$ cat src/shared/clt_cfg.svh
// constants of the contactless tag control block
`ifndef CLT_CFG_SVH
`define CLT_CFG_SVH
`define CLT_CHAR_BITS   4'ha
`define CLT_STOP_IDX    4'h9
`define CLT_MAX_LEN     4'h8
`define CLT_ADDR_SYS    8'hff
`define CLT_ADDR_CNT_A  8'h05
`define CLT_ADDR_CNT_B  8'h06
`define CLT_LOCK_LSB    16
`define CLT_ERASED      32'hffffffff
`define CLT_SYS_RST     32'hffffffff
`define CLT_CNT_A_RST   32'hfffffffe
`define CLT_CNT_B_RST   32'hffffffff
`define CLT_CRC_PRESET  16'hffff
`define CLT_CRC_POLY    16'h8408
`define CLT_CRC_RESID   16'hf0b8
`define CLT_OP_ANTI     8'h06
`define CLT_OP_ANTI_LO  4'h6
`define CLT_PAR_INIT    8'h00
`define CLT_PAR_POLL    8'h04
`define CLT_OP_SELECT   8'h0e
`define CLT_OP_COMPL    8'h0f
`define CLT_OP_READ     8'h08
`define CLT_OP_WRITE    8'h09
`define CLT_OP_UID      8'h0b
`define CLT_LEN_SHORT   4'h3
`define CLT_LEN_PARAM   4'h4
`define CLT_LEN_WRITE   4'h8
`define CLT_LEN_WORD    4'h4
`define CLT_LEN_UID     4'h8
`define CLT_LEN_ID      4'h1
`endif

$ cat src/shared/clt_pkg.sv
// types of the contactless tag control block
package clt_pkg;
    typedef enum logic [5:0] {
        CLT_OFF = 6'h01,
        CLT_RDY = 6'h02,
        CLT_INV = 6'h04,
        CLT_SEL = 6'h08,
        CLT_DES = 6'h10,
        CLT_DEA = 6'h20
    } clt_tag_st_t;
    typedef enum logic [4:0] {
        CLT_IDLE  = 5'h01,
        CLT_EXEC  = 5'h02,
        CLT_ERASE = 5'h04,
        CLT_PROG  = 5'h08,
        CLT_TX    = 5'h10
    } clt_ctl_st_t;
endpackage

$ cat src/verilog/clt_fifo.sv
// synchronous fifo with valid/ready on both sides
module clt_fifo #(
    parameter int W     = 9,
    parameter int DEPTH = 32
) (
    input  wire logic         clk_sys,
    input  wire logic         rstn,
    input  wire logic         clk_en,
    input  wire logic         in_valid,
    output wire logic         in_ready,
    input  wire logic [W-1:0] in_data,
    output wire logic         out_valid,
    input  wire logic         out_ready,
    output wire logic [W-1:0] out_data
);
    localparam int AW = $clog2(DEPTH);
    logic [W-1:0] mem_q [DEPTH];
    logic [AW:0]  wr_q;
    logic [AW:0]  rd_q;
    wire          push = in_valid & in_ready;
    wire          pop  = out_valid & out_ready;
    // extra pointer bit tells full from empty
    assign in_ready  = (wr_q[AW] == rd_q[AW]) | (wr_q[AW-1:0] != rd_q[AW-1:0]);
    assign out_valid = wr_q != rd_q;
    assign out_data  = mem_q[rd_q[AW-1:0]];

    always_ff @(posedge clk_sys)
    begin
        if (!rstn)
        begin
            wr_q <= '0;
            rd_q <= '0;
        end
        else if (clk_en)
        begin
            if (push)
                wr_q <= wr_q + 1'b1;
            if (pop)
                rd_q <= rd_q + 1'b1;
        end
    end

    always_ff @(posedge clk_sys)
    begin
        if (clk_en && push)
            mem_q[wr_q[AW-1:0]] <= in_data;
    end
endmodule // clt_fifo

$ cat src/verilog/clt_core.sv
// control core of the contactless tag: link receive, decode, memory, answer
`include "clt_cfg.svh"

////////////////////////////////////////////////////////////////////////////////
// Function
// blocks 7-15 user memory, erase before write
// system block 255 only clears bits
// bits 16-31 of block 255 lock blocks
// locks never reopen, locked blocks read-only
// lock changes apply after matching select
// ten-bit characters, start bit first
// reader frames: sof, data, crc, eof
// invalid frame gets no answer
// answers framed ten-bit characters plus crc
// power-up enters ready, only initiate accepted
// initiate to inventory, anticollision answered there
// matching select moves inventory to selected
// selected runs read, write, uid only
// selected: mismatch deselects, completion deactivates
// deselected returns only on matching select
// deactivated ignores everything until power loss
// eight-bit identifier, randomized on initiate
// low identifier nibble is slot number
// poll draws new slot, answers in slot 0
// slot marker answers on equal slot only
// initiate answers at once, one slot answer
// reader drives anticollision and slot separation
// frame crc preset all ones
// counters accept only strictly lower values
// locked block write starts no cycle
module clt_core #(
    parameter int          PROG_CYCLES = 8,
    parameter int          FIFO_DEPTH  = 32,
    parameter logic [15:0] LFSR_SEED   = 16'hace1,
    // arbitrary unique identifier value
    parameter logic [63:0] UID_VALUE   = 64'h0123456789abcdef
) (
    input  wire  logic        clk_sys,
    input  wire  logic        rstn,
    input  wire  logic        clk_en,
    input  wire  logic        link_clk,
    input  wire  logic        link_frame,
    input  wire  logic        link_rx,
    output logic              link_tx_q,
    output logic              link_tx_frame_q,
    output clt_pkg::clt_tag_st_t tag_state_q,
    output logic [7:0]        tag_identifier_q
);
    function automatic logic [15:0] crc_upd(input logic [15:0] c, input logic [7:0] d);
        logic [15:0] r;
        r = c ^ {8'h00, d};
        for (int i = 0; i < 8; i++)
            r = r[0] ? ((r >> 1) ^ `CLT_CRC_POLY) : (r >> 1);
        return r;
    endfunction

    ////////////////////////////////////////////////////////////////////////////
    // pin synchronisers and link clock edge
    logic lclk_s1, lclk_s2, lclk_s3, frm_s1, frm_s2, frm_s3, rxd_s1, rxd_s2;
    always_ff @(posedge clk_sys)
    begin
        if (!rstn)
        begin
            {lclk_s1, lclk_s2, lclk_s3} <= 3'h0;
            {frm_s1, frm_s2, frm_s3}    <= 3'h0;
            {rxd_s1, rxd_s2}            <= 2'h3;
        end
        else if (clk_en)
        begin
            {lclk_s1, lclk_s2, lclk_s3} <= {link_clk, lclk_s1, lclk_s2};
            {frm_s1, frm_s2, frm_s3}    <= {link_frame, frm_s1, frm_s2};
            {rxd_s1, rxd_s2}            <= {link_rx, rxd_s1};
        end
    end
    wire lrise    = lclk_s2 & ~lclk_s3;
    wire frm_rise = frm_s2 & ~frm_s3;
    wire frm_fall = ~frm_s2 & frm_s3;

    ////////////////////////////////////////////////////////////////////////////
    // character receiver into the fifo
    logic [3:0] rx_cnt_q;
    logic [7:0] rx_sh_q;
    logic       rx_err_q;
    logic       eof_pend_q;
    logic       fin_ready;
    wire        bit_tick  = lrise & frm_s2 & ~eof_pend_q;
    wire        stop_tick = bit_tick & (rx_cnt_q == `CLT_STOP_IDX);
    wire        byte_push = stop_tick & rxd_s2 & ~rx_err_q;
    wire        fin_valid = byte_push | eof_pend_q;
    // marker entry carries the frame error flag in bit 0
    wire [8:0]  fin_data  = eof_pend_q ? {1'b1, 7'h00, rx_err_q} : {1'b0, rx_sh_q};

    always_ff @(posedge clk_sys)
    begin
        if (!rstn)
        begin
            rx_cnt_q   <= 4'h0;
            rx_sh_q    <= 8'h00;
            rx_err_q   <= 1'b0;
            eof_pend_q <= 1'b0;
        end
        else if (clk_en)
        begin
            if (frm_rise && !eof_pend_q)
            begin
                rx_cnt_q <= 4'h0;
                rx_err_q <= 1'b0;
            end
            else if (bit_tick)
            begin
                if ((rx_cnt_q == 4'h0 && rxd_s2) || (stop_tick && !rxd_s2))
                    rx_err_q <= 1'b1;
                // no way to stall the reader: an overrun spoils the frame
                if (stop_tick && !fin_ready)
                    rx_err_q <= 1'b1;
                if (rx_cnt_q != 4'h0 && !stop_tick)
                    rx_sh_q <= {rxd_s2, rx_sh_q[7:1]};
                rx_cnt_q <= stop_tick ? 4'h0 : rx_cnt_q + 4'h1;
            end
            if (frm_fall)
            begin
                eof_pend_q <= 1'b1;
                if (rx_cnt_q != 4'h0)
                    rx_err_q <= 1'b1;
            end
            else if (eof_pend_q && fin_ready)
                eof_pend_q <= 1'b0;
        end
    end

    clt_pkg::clt_ctl_st_t ctl_q, ctl_d;
    logic       fout_valid;
    logic [8:0] fout_data;
    wire        fout_ready = ctl_q == clt_pkg::CLT_IDLE;
    clt_fifo #(.W(9), .DEPTH(FIFO_DEPTH)) u_fifo (
        .clk_sys   (clk_sys),
        .rstn      (rstn),
        .clk_en    (clk_en),
        .in_valid  (fin_valid),
        .in_ready  (fin_ready),
        .in_data   (fin_data),
        .out_valid (fout_valid),
        .out_ready (fout_ready),
        .out_data  (fout_data)
    );

    ////////////////////////////////////////////////////////////////////////////
    // frame buffer, crc check and command decode
    clt_pkg::clt_tag_st_t tag_d;
    logic [7:0]  buf_q [8];
    logic [3:0]  len_q;
    logic [15:0] crc_q;
    logic        ovf_q, bad_q, answered_q;
    logic [15:0] lfsr_q;
    logic [31:0] mem_q [16];
    logic [31:0] sys_q;
    logic [15:0] lock_act_q;
    logic [7:0]  wr_addr_q;
    logic [31:0] wval_q;
    logic [15:0] prog_cnt_q;

    wire [7:0]  b0       = buf_q[0];
    wire [7:0]  b1       = buf_q[1];
    wire        frame_ok = ctl_q == clt_pkg::CLT_EXEC && !bad_q
                           && crc_q == `CLT_CRC_RESID;
    wire        len_sh   = len_q == `CLT_LEN_SHORT;
    wire        len_par  = len_q == `CLT_LEN_PARAM;
    wire        is_init  = len_par && b0 == `CLT_OP_ANTI && b1 == `CLT_PAR_INIT;
    wire        is_poll  = len_par && b0 == `CLT_OP_ANTI && b1 == `CLT_PAR_POLL;
    wire        is_slot  = len_sh && b0[3:0] == `CLT_OP_ANTI_LO && b0[7:4] != 4'h0;
    wire        is_sel   = len_par && b0 == `CLT_OP_SELECT;
    wire        is_comp  = len_sh && b0 == `CLT_OP_COMPL;
    wire        is_read  = len_par && b0 == `CLT_OP_READ;
    wire        is_write = len_q == `CLT_LEN_WRITE && b0 == `CLT_OP_WRITE;
    wire        is_uid   = len_sh && b0 == `CLT_OP_UID;
    wire        st_rdy   = tag_state_q == clt_pkg::CLT_RDY;
    wire        st_inv   = tag_state_q == clt_pkg::CLT_INV;
    wire        st_sel   = tag_state_q == clt_pkg::CLT_SEL;
    wire        st_des   = tag_state_q == clt_pkg::CLT_DES;
    wire        id_match = b1 == tag_identifier_q;
    wire        addr_ok  = b1[7:4] == 4'h0 || b1 == `CLT_ADDR_SYS;
    wire        go_inv   = frame_ok & is_init & (st_rdy | st_inv);
    wire        do_poll  = frame_ok & is_poll & st_inv;
    wire        poll_ans = do_poll & lfsr_q[3:0] == 4'h0;
    wire        slot_hit = frame_ok & is_slot & st_inv & ~answered_q
                           & b0[7:4] == tag_identifier_q[3:0];
    wire        sel_hit  = frame_ok & is_sel & id_match & (st_inv | st_sel | st_des);
    wire        sel_miss = frame_ok & is_sel & ~id_match & st_sel;
    wire        do_comp  = frame_ok & is_comp & st_sel;
    wire        do_read  = frame_ok & is_read & st_sel & addr_ok;
    wire        do_write = frame_ok & is_write & st_sel & addr_ok;
    wire        do_uid   = frame_ok & is_uid & st_sel;
    wire        ans_id   = go_inv | poll_ans | slot_hit | sel_hit;
    wire [7:0]  id_new   = go_inv ? lfsr_q[7:0] :
                           do_poll ? {tag_identifier_q[7:4], lfsr_q[3:0]} :
                           tag_identifier_q;
    wire [31:0] rd_word  = b1 == `CLT_ADDR_SYS ? sys_q : mem_q[b1[3:0]];
    // data bytes follow opcode and address, lsb first
    wire [31:0] wval     = {buf_q[5], buf_q[4], buf_q[3], buf_q[2]};
    wire        wr_sys   = b1 == `CLT_ADDR_SYS;
    wire        wr_cnt   = b1 == `CLT_ADDR_CNT_A || b1 == `CLT_ADDR_CNT_B;
    wire        locked   = !wr_sys && !lock_act_q[b1[3:0]];
    wire        val_ok   = wr_sys ? sys_q != 32'h0 :
                           wr_cnt ? wval < mem_q[b1[3:0]] : 1'b1;
    wire        wr_start = do_write & ~locked & val_ok;
    wire [3:0]  resp_len = do_uid ? `CLT_LEN_UID : do_read ? `CLT_LEN_WORD :
                           ans_id ? `CLT_LEN_ID : 4'h0;
    wire        prog_end = prog_cnt_q == 16'(PROG_CYCLES - 1);
    logic [7:0] resp_d [8];
    for (genvar i = 0; i < 8; i++)
    begin : g_resp
        if (i < 4)
        begin : g_lo
            assign resp_d[i] = do_uid ? UID_VALUE[8*i +: 8] : do_read ? rd_word[8*i +: 8] :
                               (i == 0) ? id_new : 8'h00;
        end
        else
        begin : g_hi
            assign resp_d[i] = UID_VALUE[8*i +: 8];
        end
    end

    assign tag_d = tag_state_q == clt_pkg::CLT_OFF ? clt_pkg::CLT_RDY :
                   go_inv   ? clt_pkg::CLT_INV :
                   sel_hit  ? clt_pkg::CLT_SEL :
                   sel_miss ? clt_pkg::CLT_DES :
                   do_comp  ? clt_pkg::CLT_DEA : tag_state_q;

    ////////////////////////////////////////////////////////////////////////////
    // answer transmitter
    logic [7:0]  resp_q [8];
    logic [3:0]  resp_len_q, tx_bit_q, tx_idx_q;
    logic [7:0]  tx_byte_q;
    logic [15:0] tx_crc_q;
    wire [3:0]   nxt_idx  = tx_idx_q + 4'h1;
    wire [3:0]   tx_last  = resp_len_q + 4'h1;
    wire         tx_char  = ctl_q == clt_pkg::CLT_TX && lrise;
    wire         char_end = tx_bit_q == `CLT_CHAR_BITS;
    wire         tx_done  = tx_char && char_end && tx_idx_q == tx_last;
    wire [7:0]   nxt_byte = nxt_idx < resp_len_q ? resp_q[nxt_idx[2:0]] :
                            nxt_idx == resp_len_q ? ~tx_crc_q[7:0] : ~tx_crc_q[15:8];
    wire         bit_val  = tx_bit_q == 4'h0 ? 1'b0 : tx_bit_q == `CLT_STOP_IDX ? 1'b1 :
                            tx_byte_q[3'(tx_bit_q - 4'h1)];

    always_comb
    begin
        ctl_d = ctl_q;
        case (ctl_q)
            clt_pkg::CLT_IDLE:  if (fout_valid && fout_data[8]) ctl_d = clt_pkg::CLT_EXEC;
            clt_pkg::CLT_EXEC:  ctl_d = wr_start ? (wr_sys ? clt_pkg::CLT_PROG :
                                        clt_pkg::CLT_ERASE) :
                                        resp_len != 4'h0 ? clt_pkg::CLT_TX :
                                        clt_pkg::CLT_IDLE;
            clt_pkg::CLT_ERASE: if (prog_end) ctl_d = clt_pkg::CLT_PROG;
            clt_pkg::CLT_PROG:  if (prog_end) ctl_d = clt_pkg::CLT_IDLE;
            clt_pkg::CLT_TX:    if (tx_done) ctl_d = clt_pkg::CLT_IDLE;
            default:            ctl_d = clt_pkg::CLT_IDLE;
        endcase
    end

    ////////////////////////////////////////////////////////////////////////////
    // state, buffer and lock registers
    always_ff @(posedge clk_sys)
    begin
        if (!rstn)
        begin
            ctl_q            <= clt_pkg::CLT_IDLE;
            tag_state_q      <= clt_pkg::CLT_OFF;
            tag_identifier_q <= 8'h00;
            lfsr_q           <= LFSR_SEED;
            len_q            <= 4'h0;
            crc_q            <= `CLT_CRC_PRESET;
            {ovf_q, bad_q, answered_q} <= 3'h0;
            for (int i = 0; i < 8; i++)
                buf_q[i] <= 8'h00;
        end
        else if (clk_en)
        begin
            ctl_q  <= ctl_d;
            lfsr_q <= {lfsr_q[14:0], lfsr_q[15] ^ lfsr_q[14] ^ lfsr_q[12] ^ lfsr_q[3]};
            if (tag_state_q == clt_pkg::CLT_OFF)
                tag_identifier_q <= lfsr_q[7:0];
            tag_state_q <= tag_d;
            if (fout_valid && ctl_q == clt_pkg::CLT_IDLE)
            begin
                if (fout_data[8])
                    bad_q <= fout_data[0] | ovf_q;
                else if (len_q == `CLT_MAX_LEN)
                    ovf_q <= 1'b1;
                else
                begin
                    buf_q[len_q[2:0]] <= fout_data[7:0];
                    len_q <= len_q + 4'h1;
                    crc_q <= crc_upd(crc_q, fout_data[7:0]);
                end
            end
            if (ctl_q == clt_pkg::CLT_EXEC)
            begin
                tag_identifier_q <= id_new;
                len_q <= 4'h0;
                crc_q <= `CLT_CRC_PRESET;
                ovf_q <= 1'b0;
                if (go_inv || do_poll)
                    answered_q <= 1'b0;
                if (poll_ans || slot_hit)
                    answered_q <= 1'b1;
            end
        end
    end

    always_ff @(posedge clk_sys)
    begin
        if (!rstn)
        begin
            for (int i = 0; i < 16; i++)
                mem_q[i] <= `CLT_ERASED;
            mem_q[5]   <= `CLT_CNT_A_RST;
            mem_q[6]   <= `CLT_CNT_B_RST;
            sys_q      <= `CLT_SYS_RST;
            lock_act_q <= 16'(`CLT_SYS_RST >> `CLT_LOCK_LSB);
            wr_addr_q  <= 8'h00;
            wval_q     <= 32'h0;
            prog_cnt_q <= 16'h0;
        end
        else if (clk_en)
        begin
            if (sel_hit)
                lock_act_q <= sys_q[31:`CLT_LOCK_LSB];
            if (ctl_q == clt_pkg::CLT_EXEC)
            begin
                wr_addr_q  <= b1;
                wval_q     <= wval;
                prog_cnt_q <= 16'h0;
            end
            else if (ctl_q == clt_pkg::CLT_ERASE || ctl_q == clt_pkg::CLT_PROG)
                prog_cnt_q <= prog_end ? 16'h0 : prog_cnt_q + 16'h1;
            if (ctl_q == clt_pkg::CLT_ERASE && prog_end)
                mem_q[wr_addr_q[3:0]] <= `CLT_ERASED;
            if (ctl_q == clt_pkg::CLT_PROG && prog_end)
            begin
                if (wr_addr_q == `CLT_ADDR_SYS)
                    sys_q <= sys_q & wval_q;
                else
                    mem_q[wr_addr_q[3:0]] <= wval_q;
            end
        end
    end

    always_ff @(posedge clk_sys)
    begin
        if (!rstn)
        begin
            link_tx_q       <= 1'b1;
            link_tx_frame_q <= 1'b0;
            resp_len_q      <= 4'h0;
            {tx_bit_q, tx_idx_q, tx_byte_q} <= 16'h0;
            tx_crc_q        <= `CLT_CRC_PRESET;
            for (int i = 0; i < 8; i++)
                resp_q[i] <= 8'h00;
        end
        else if (clk_en)
        begin
            if (ctl_q == clt_pkg::CLT_EXEC && ctl_d == clt_pkg::CLT_TX)
            begin
                resp_q          <= resp_d;
                resp_len_q      <= resp_len;
                link_tx_frame_q <= 1'b1;
                tx_idx_q        <= 4'h0;
                tx_bit_q        <= 4'h0;
                tx_byte_q       <= resp_d[0];
                tx_crc_q        <= crc_upd(`CLT_CRC_PRESET, resp_d[0]);
            end
            else if (tx_done)
            begin
                link_tx_frame_q <= 1'b0;
                link_tx_q       <= 1'b1;
            end
            else if (tx_char && char_end)
            begin
                tx_idx_q  <= nxt_idx;
                tx_byte_q <= nxt_byte;
                tx_bit_q  <= 4'h0;
                if (nxt_idx < resp_len_q)
                    tx_crc_q <= crc_upd(tx_crc_q, nxt_byte);
            end
            else if (tx_char)
            begin
                link_tx_q <= bit_val;
                tx_bit_q  <= tx_bit_q + 4'h1;
            end
        end
    end

    ////////////////////////////////////////////////////////////////////////////
    // checks
    locked_write_a: assert property (@(posedge clk_sys) disable iff (!rstn)
        do_write && locked |=> ctl_q != clt_pkg::CLT_ERASE && ctl_q != clt_pkg::CLT_PROG)
        else $error("locked block started a write cycle");
    sys_clear_a: assert property (@(posedge clk_sys) disable iff (!rstn)
        (sys_q & ~$past(sys_q)) == 32'h0)
        else $error("system block bit went from zero to one");
    lock_load_a: assert property (@(posedge clk_sys) disable iff (!rstn)
        $changed(lock_act_q) |-> $past(sel_hit))
        else $error("lock protection changed without select");
    ready_exit_a: assert property (@(posedge clk_sys) disable iff (!rstn)
        st_rdy && clk_en |=> tag_state_q inside {clt_pkg::CLT_RDY, clt_pkg::CLT_INV})
        else $error("ready left by something other than initiate");
    deact_stay_a: assert property (@(posedge clk_sys) disable iff (!rstn)
        tag_state_q == clt_pkg::CLT_DEA |=> tag_state_q == clt_pkg::CLT_DEA)
        else $error("deactivated state left");
    bad_silent_a: assert property (@(posedge clk_sys) disable iff (!rstn)
        ctl_q == clt_pkg::CLT_EXEC && !frame_ok |=> ctl_q != clt_pkg::CLT_TX)
        else $error("answer to invalid frame");
    erase_first_a: assert property (@(posedge clk_sys) disable iff (!rstn)
        $rose(ctl_q == clt_pkg::CLT_PROG) && wr_addr_q != `CLT_ADDR_SYS
        |-> $past(ctl_q == clt_pkg::CLT_ERASE))
        else $error("user block programmed without erase");
    counter_down_a: assert property (@(posedge clk_sys) disable iff (!rstn)
        $rose(ctl_q == clt_pkg::CLT_ERASE)
        && wr_addr_q inside {`CLT_ADDR_CNT_A, `CLT_ADDR_CNT_B}
        |-> wval_q < mem_q[wr_addr_q[3:0]])
        else $error("counter write not lower");
    tx_frame_a: assert property (@(posedge clk_sys) disable iff (!rstn)
        link_tx_frame_q |-> ctl_q == clt_pkg::CLT_TX)
        else $error("answer frame outside transmit");
    lock_hold_a: assert property (@(posedge clk_sys) disable iff (!rstn)
        (lock_act_q & ~$past(lock_act_q)) == 16'h0)
        else $error("write lock reopened");
    sel_enter_c: cover property (@(posedge clk_sys) disable iff (!rstn)
        $rose(tag_state_q == clt_pkg::CLT_SEL));
    poll_ans_c: cover property (@(posedge clk_sys) disable iff (!rstn) poll_ans);
    write_done_c: cover property (@(posedge clk_sys) disable iff (!rstn)
        ctl_q == clt_pkg::CLT_PROG && prog_end);
    tx_done_c: cover property (@(posedge clk_sys) disable iff (!rstn) tx_done);
endmodule // clt_core

$ cat config.mk
export PLATFORM = sky130hd
export DESIGN_NAME = clt_core
export DESIGN_NICKNAME = d
export VERILOG_FILES = /design/src/shared/clt_pkg.sv /design/src/verilog/clt_fifo.sv /design/src/verilog/clt_core.sv
export VERILOG_INCLUDE_DIRS = /design/src /design/src/shared
export SDC_FILE = /design/constraint.sdc
export NUM_CORES = 2
export LEC_CHECK = 0
export ABC_AREA = 1
export BUFFER_PORTS_ARGS = -buffer_cell sky130_fd_sc_hd__buf_2
export CAP_MARGIN = 20
export CORE_ASPECT_RATIO = 0.75
export CORE_MARGIN = 5
export CORE_UTILIZATION = 35
export DETAILED_ROUTE_END_ITERATION = 8
export PLACE_DENSITY = 0.48
export SYNTH_ARGS = -nofsm -noshare
export SYNTH_HDL_FRONTEND = slang
export SYNTH_SLANG_ARGS = --single-unit
$ cat constraint.sdc
create_clock -name clk_sys -period 5.7 [get_ports clk_sys]
set_input_delay 0 -clock clk_sys [delete_from_list [all_inputs] [get_ports clk_sys]]
set_output_delay 0 -clock clk_sys [all_outputs]
set_load 0.05 [all_outputs]
* Word-level counts from Yosys, hierarchy flattened
Memories as Yosys holds them, arrays and structs flattened. A register that Yosys moved wholly into a read port is not among the register bits.
Cells that the tools add are included.
** Cells by class
- Add/subtract/negate cells :: 9
- Bitwise operators :: 92
- Eq/ne operators :: 42
- Reductions and logical operators :: 86
- $lt $le $gt $ge :: 5
- Muxes and demuxes :: 143
** Operators with widths (count)
- 16-bit two-way mux :: 35
- 32-bit two-way mux :: 5
- 8-bit two-way mux :: 19
- 4-bit two-way mux :: 18
- 2-bit inverter with 3-bit output :: 24
- 1-bit two-way mux :: 46
- 8-bit by 4-bit equality test with 1-bit output, second input constant :: 5
- 5-bit two-way mux :: 8
- 1-bit bitwise AND :: 36
- 32-bit bitwise AND :: 1
- 8-bit by 3-bit equality test with 1-bit output, second input constant :: 4
- 32-bit less-than comparator :: 1
- 32-bit nonzero test :: 1
- 32-bit OR reduction :: 1
- 16-bit by 8-bit XOR with 16-bit output :: 2
- 6-bit two-way mux :: 5
- 1-bit logical AND :: 28
- 5-bit case mux with 5 select lines :: 1
- 8-bit binary-select mux with 3-bit select :: 1
- 2-bit AND reduction :: 11
- 2-bit nonzero test :: 11
- 4-bit by 1-bit adder with 4-bit output, second input constant :: 5
- 4-bit AND reduction :: 5
- 16-bit by 1-bit adder with 16-bit output, second input constant :: 1
- 48 further kinds :: 103
** Word-level totals
- Logic and storage cells :: 422
- Memories :: 3
- RAM bits :: 864
- Bits in registers :: 269
** Memory list
- mem_q :: words 16, width 32, rd ports 1, clocked after Yosys merged registers in 0, wr ports 16, line clt_core.sv:155 : logic [31:0] mem_q [16];
- u_fifo.mem_q :: words 32, width 9, rd ports 1, clocked after Yosys merged registers in 1, wr ports 1, line clt_fifo.sv:17 : logic [W-1:0] mem_q [DEPTH];
- buf_q :: words 8, width 8, rd ports 6, clocked after Yosys merged registers in 0, wr ports 8, line clt_core.sv:150 : logic [7:0] buf_q [8];

* Depth between registers and ports, before layout
An unclocked memory read counts as a cell.
- Word-level depth :: 28
- Gate-level depth with buffers :: 28
- Gate-level depth less buffers :: 26

* Hierarchy
From an unflattened synthesis, not the netlist that was laid out.
** Unflattened totals
- Cell total of the unflattened synthesis :: 4945
- Area, all modules :: 49341.1 um^2
** By module, submodules not included
- clt_core :: times used 1, area an instance 36633.9 um^2, cells an instance 3827
- clt_fifo :: times used 1, area an instance 12707.2 um^2, cells an instance 1118

* Worst setup path before layout
Ideal clock, no wire load.
- Path type :: register -> register
- Start point :: reg prog_cnt_q[0]
- End point :: mem mem_q[11][0], enable pin
- Buffers on the path :: 0
- Stages on the path, launching flop included :: 14
- Slack :: 1.066 ns
- Data arrival time :: 4.168 ns
- Period minus slack after synthesis :: 4.634 ns
- Setup time :: 0.466 ns
- Required time :: 5.234 ns
- Cell sequence :: dfxtp_1 > ha_1 > nand2_1 > nor4_1 > nand2_1 > nor3_1 > nand3_1 > nand2_1 > inv_2 > nor2_1 > inv_1 > nor2_1 > inv_1 > o21ai_0
** RTL lines
- start, declared :: line clt_core.sv:160 : logic [15:0] prog_cnt_q;
- start signal, assigned :: line clt_core.sv:336 : prog_cnt_q <= prog_end ? 16'h0 : prog_cnt_q + 16'h1;
- end, declared :: line clt_core.sv:155

==> key figures <==
Finish
  – Share of cells above drive strength 1: 8.92%
  – Commonest cells after routing, fill and taps aside: nand2_1, edfxtp_1, nor2_1, o21ai_0, dfxtp_1
  – Filler cells: 13400
  – Area growth syn-to-layout: 13.3%
  – Final #Nets: 4822
  – Non-filler cells, final: 6725
  – Commonest non-fill, non-tap cell in the layout: nand2_1
  – Final core utilization: 39.9%

Hold path
  – Hold WC Path Type: in -> reg

Route
  – DR iter-0 viols: 4289
  – Met3 WL: between 15 and 20 mm
  – Highest routed layer: met4
  – Drt total wl: 166 mm
  – Via/cell ratio: 5.46
  – Pre-antenna DRT Iters: 5
  – Total number of vias: around 37000
  – DRC: 0
  – Routed len/inst: ~25 um
  – Met2 Wirelength: 66.8 mm
  – Remaining antenna violation count: 0
  – Post-Route M1 WL: 80.4 mm

Placed design
  – Dpl cells: 6495
  – Dpl hpwl: 104 mm
  – Gpl congestion: between 0.8 and 0.9
  – Port Buffers: 21

Die
  – Io pins: 22
  – Chip height: 333 um
  – Horiz. Die Dim: 441 um
  – CORE AREA: 138000 sq um
  – Initial Util: 35.2%
  – Core Rows: 118
  – Die ar.: 147000 sq um

Logic synthesis
  – Ys async rst share: 0%
  – Yosys warnings: 0
  – Synthesized area: 48700 sq um
  – Area share of the largest cell type after synthesis: 52.3%
  – Top_reg_cell synth: edfxtp_1
  – Seq/Total Area, Yosys: 63.5%
  – Area fraction in compound gates after synthesis: 13.0%
  – Post-Syn Nets: a little under 5000
  – Post-Synth Adder-Cell Area: 1.29%
  – Synthesis-stage register bit count: 1119
  – Largest family of logic cells by synthesized area: simple AND/OR/NAND/NOR gates
  – Xor and xnor area share after synthesis: 1.12%
  – Post-synthesis mux area share: 0%
  – Cell variety after synth: between 50 and 60
  – Cell accounting for the most synthesized area: edfxtp_1
  – Number of synthesized flops with an enable pin: 848
  – Syn Inst Count: 4776
  – Synth area leaders: edfxtp_1, dfxtp_1, nand2_1
  – Synth Area in Simple Gates: 16.6%
  – Average cell area after synthesis: 10.2 sq um

Critical path
  – Crit-path slowest cell: inv_4
  – Max incr delay on CP: 0.67 ns
  – Crit end category: flip-flop
  – CP cell instances: inv_2 > nand2_1 > inv_4 > buf_4 > nand2_1 > nand3_1 > a211oi_1 > nor3_1 > a211oi_1 > ha_1 > nand4_1 > a31oi_1 > a2111oi_0 > nand2_1 > nand2_1 > nand2_1 > nand2_1 > nand2_1 > nand3_1 > nand2_1 > nand2_1 > nand2_1
  – FF-to-FF End: ctl_q[0]
  – Critical path class: reg -> reg
  – Critical Path RT: 6.37 ns
  – Reg2reg setup slack: 0.88 ns
  – Worst reg2reg path depth: 22
  – WP depth: 22
  – WP buf/inv: 3
  – Worst setup SP type: flip-flop
  – Beginning of the critical path: buf_q[1][0]
  – Critical Path AT: 5.49 ns
  – Crit path to: ctl_q[0]
  – Most frequent CP cell: nand2_1
  – Max FO, Critical Path: 54
  – Top delay family on crit path: simple AND/OR/NAND/NOR gates
  – R2r startpoint: buf_q[1][0]

Clocking
  – Num CTS Buffers: 114
  – Root Buffer: clkbuf_16
  – CTS Hold Bufs: 10
  – Clock Path Buffers: 3
  – Post-CTS Setup Bufs: 0
  – # clock sinks: between 1000 and 1500
  – H-tree lvl count: 3
  – Worst-skew pair later-pin latency: 0.77 ns
  – Clock-pin slew on the worst setup and hold paths: about 0.070 ns
  – Cts repair resizes: 0
  – CTS tree: yes

STA
  – Final Max Slew Viols: 0
  – Setup TNS: 0 ns
  – Worst-margin pin slew: 1.30 ns
  – Final setup vio count: 0
  – Fmax: 208 MHz
  – Final hold vios: 0
  – Clock skew: 0.0511 ns
  – Period utilisation layout: 84.5%
  – Minimum clock period: 4.82 ns
  – Headroom to the max-slew limit: 12.6%
  – Final hold slack: 0.196 ns
  – RSZ-0062 raised after global routing: false

Power and ir drop
  – Sw Ratio: 24.5%
  – Sequential Power Share: 51.3%
  – Cell Pwr Density: 316 nW/um^2
  – Maximum vdd drop: 0.251 mV
  – Comb pwr share: between 6 and 7%
  – Internal Power: 13.2 mW
  – Switch Pwr: between 4 and 5 mW
  – Leakage Power: ~18 nW
  – Power consumption: between 15 and 20 mW
  – Clock Power Share: 42.5%

Job
  – Max-Cap Viols: 0

Global route
  – GRT overflow: 0
  – Vias in the first global route: 34100
  – Initial antenna violation count: 4
  – Pin count of the biggest net entering global routing: 73
  – Total track usage: 22.1%
  – First-pass GRT wire length: 241 mm

Outcome
  – Run status: complete, no violations
==> sequential cells by signal (all words and copies together) (netlist names), 16 cells and up, named ones only <==
signal	flops
lock_act_q	16
prog_cnt_q	16
tx_crc_q	16
u_fifo.mem_q	288
crc_q	16
buf_q	48
sys_q	32
resp_q	33
lfsr_q	16
wval_q	32
mem_q	512
==> logic make-up (layout without fill, tap and decap cells) <==
group,after synthesis,after routing
compound gates,1029,1029
xor+xnor,62,62
fa+ha+maj,50,50
buf+inv,556,643
flops,1119,1119
other cells,0,2
simple gates,1960,1960
==> routing by layer <==
layer | track usage [%] | vias up
li1 | - | 16900
met1 | 34.7 | 18200
met2 | 30.1 | 1457
met3 | 5.83 | 210
met4 | 4.70 | 0
met5 | 0 | -
==> how the worst min path moves through the flow <==
| stage | start | end | slack [ns] | depth (start not counted) |
|---|---|---|---|---|
| after floorplan | link_rx | rxd_s1 | 0.13 | 2 |
| final | rstn | tx_crc_q[5] | 0.20 | 3 |
| after global routing | rstn | tx_crc_q[5] | 0.23 | 3 |
| after global placement | link_rx | rxd_s1 | 0.22 | 3 |
| after CTS | rstn | tx_crc_q[7] | 0.18 | 3 |
| after detailed placement | link_clk | lclk_s1 | 0.23 | 3 |
==> area by class of cell <==
class | instances | area, sq um | area share, %
Sequential cell | 1119 | 30900 | 56.1
Multi-Input combinational cell | 3101 | 15900 | 28.8
Clock buffer | 161 | 3150 | 5.71
Tap cell | 1860 | 2330 | 4.22
Timing Repair Buffer | 184 | 1490 | 2.70
Inverter | 246 | 931 | 1.69
Clock inverter | 52 | 463 | 0.840
Antenna cell | 2 | 5.00 | 0.00908
==> worst reg2reg max path: stages (launching register included) <==
cell	delay (ns)
edfxtp_1	0.60
inv_2	0.28
nand2_1	0.15
inv_4	0.67
buf_4	0.48
nand2_1	0.09
nand3_1	0.08
a211oi_1	0.05
nor3_1	0.26
a211oi_1	0.14
ha_1	0.32
nand4_1	0.13
a31oi_1	0.05
a2111oi_0	0.50
nand2_1	0.22
nand2_1	0.11
nand2_1	0.14
nand2_1	0.14
nand2_1	0.06
nand3_1	0.09
nand2_1	0.06
nand2_1	0.06
nand2_1	0.05
==> power by group through the flow <==
stage	registers (mW)	clock network (mW)	logic [mW]
floorplan	9.12	0	0.583
global placement	9.11	0	1.06
detailed placement	9.11	0	1.06
CTS	8.93	7.52	1.07
global route	8.94	7.86	1.17
finish	8.93	7.40	1.09
==> Yosys cell counts (5+ instances only) <==
cell / n
nor3b_1: 7
a31oi_1: 21
dfxtp_1: 271
a211oi_1: 36
nand3_1: 213
nand2_1: 1113
a311oi_1: 12
o21ai_1: 9
nor4_1: 19
nor3_1: 52
xor2_1: 44
o2111ai_1: 16
a21oi_1: 211
o21ai_0: 373
o221ai_1: 56
nand4_1: 47
buf_2: 86
clkbuf_1: 205
xnor2_1: 18
inv_1: 214
a221oi_1: 6
buf_1: 15
o22ai_1: 28
nor2_1: 470
nand3b_1: 5
o211ai_1: 41
clkinv_1: 5
or2_2: 7
edfxtp_1: 848
ha_1: 50
a22oi_1: 202
inv_2: 27
==> per-stage QoR <==
step                worst slack, ns  instance area [sq um]
floorplan                      1.07                  48700
global placement              0.933                  51300
detailed placement            0.920                  51400
CTS                           0.916                  55100
global route                  0.429                  55100
finish                        0.882                  55100
(Power assumes the default switching activity.)
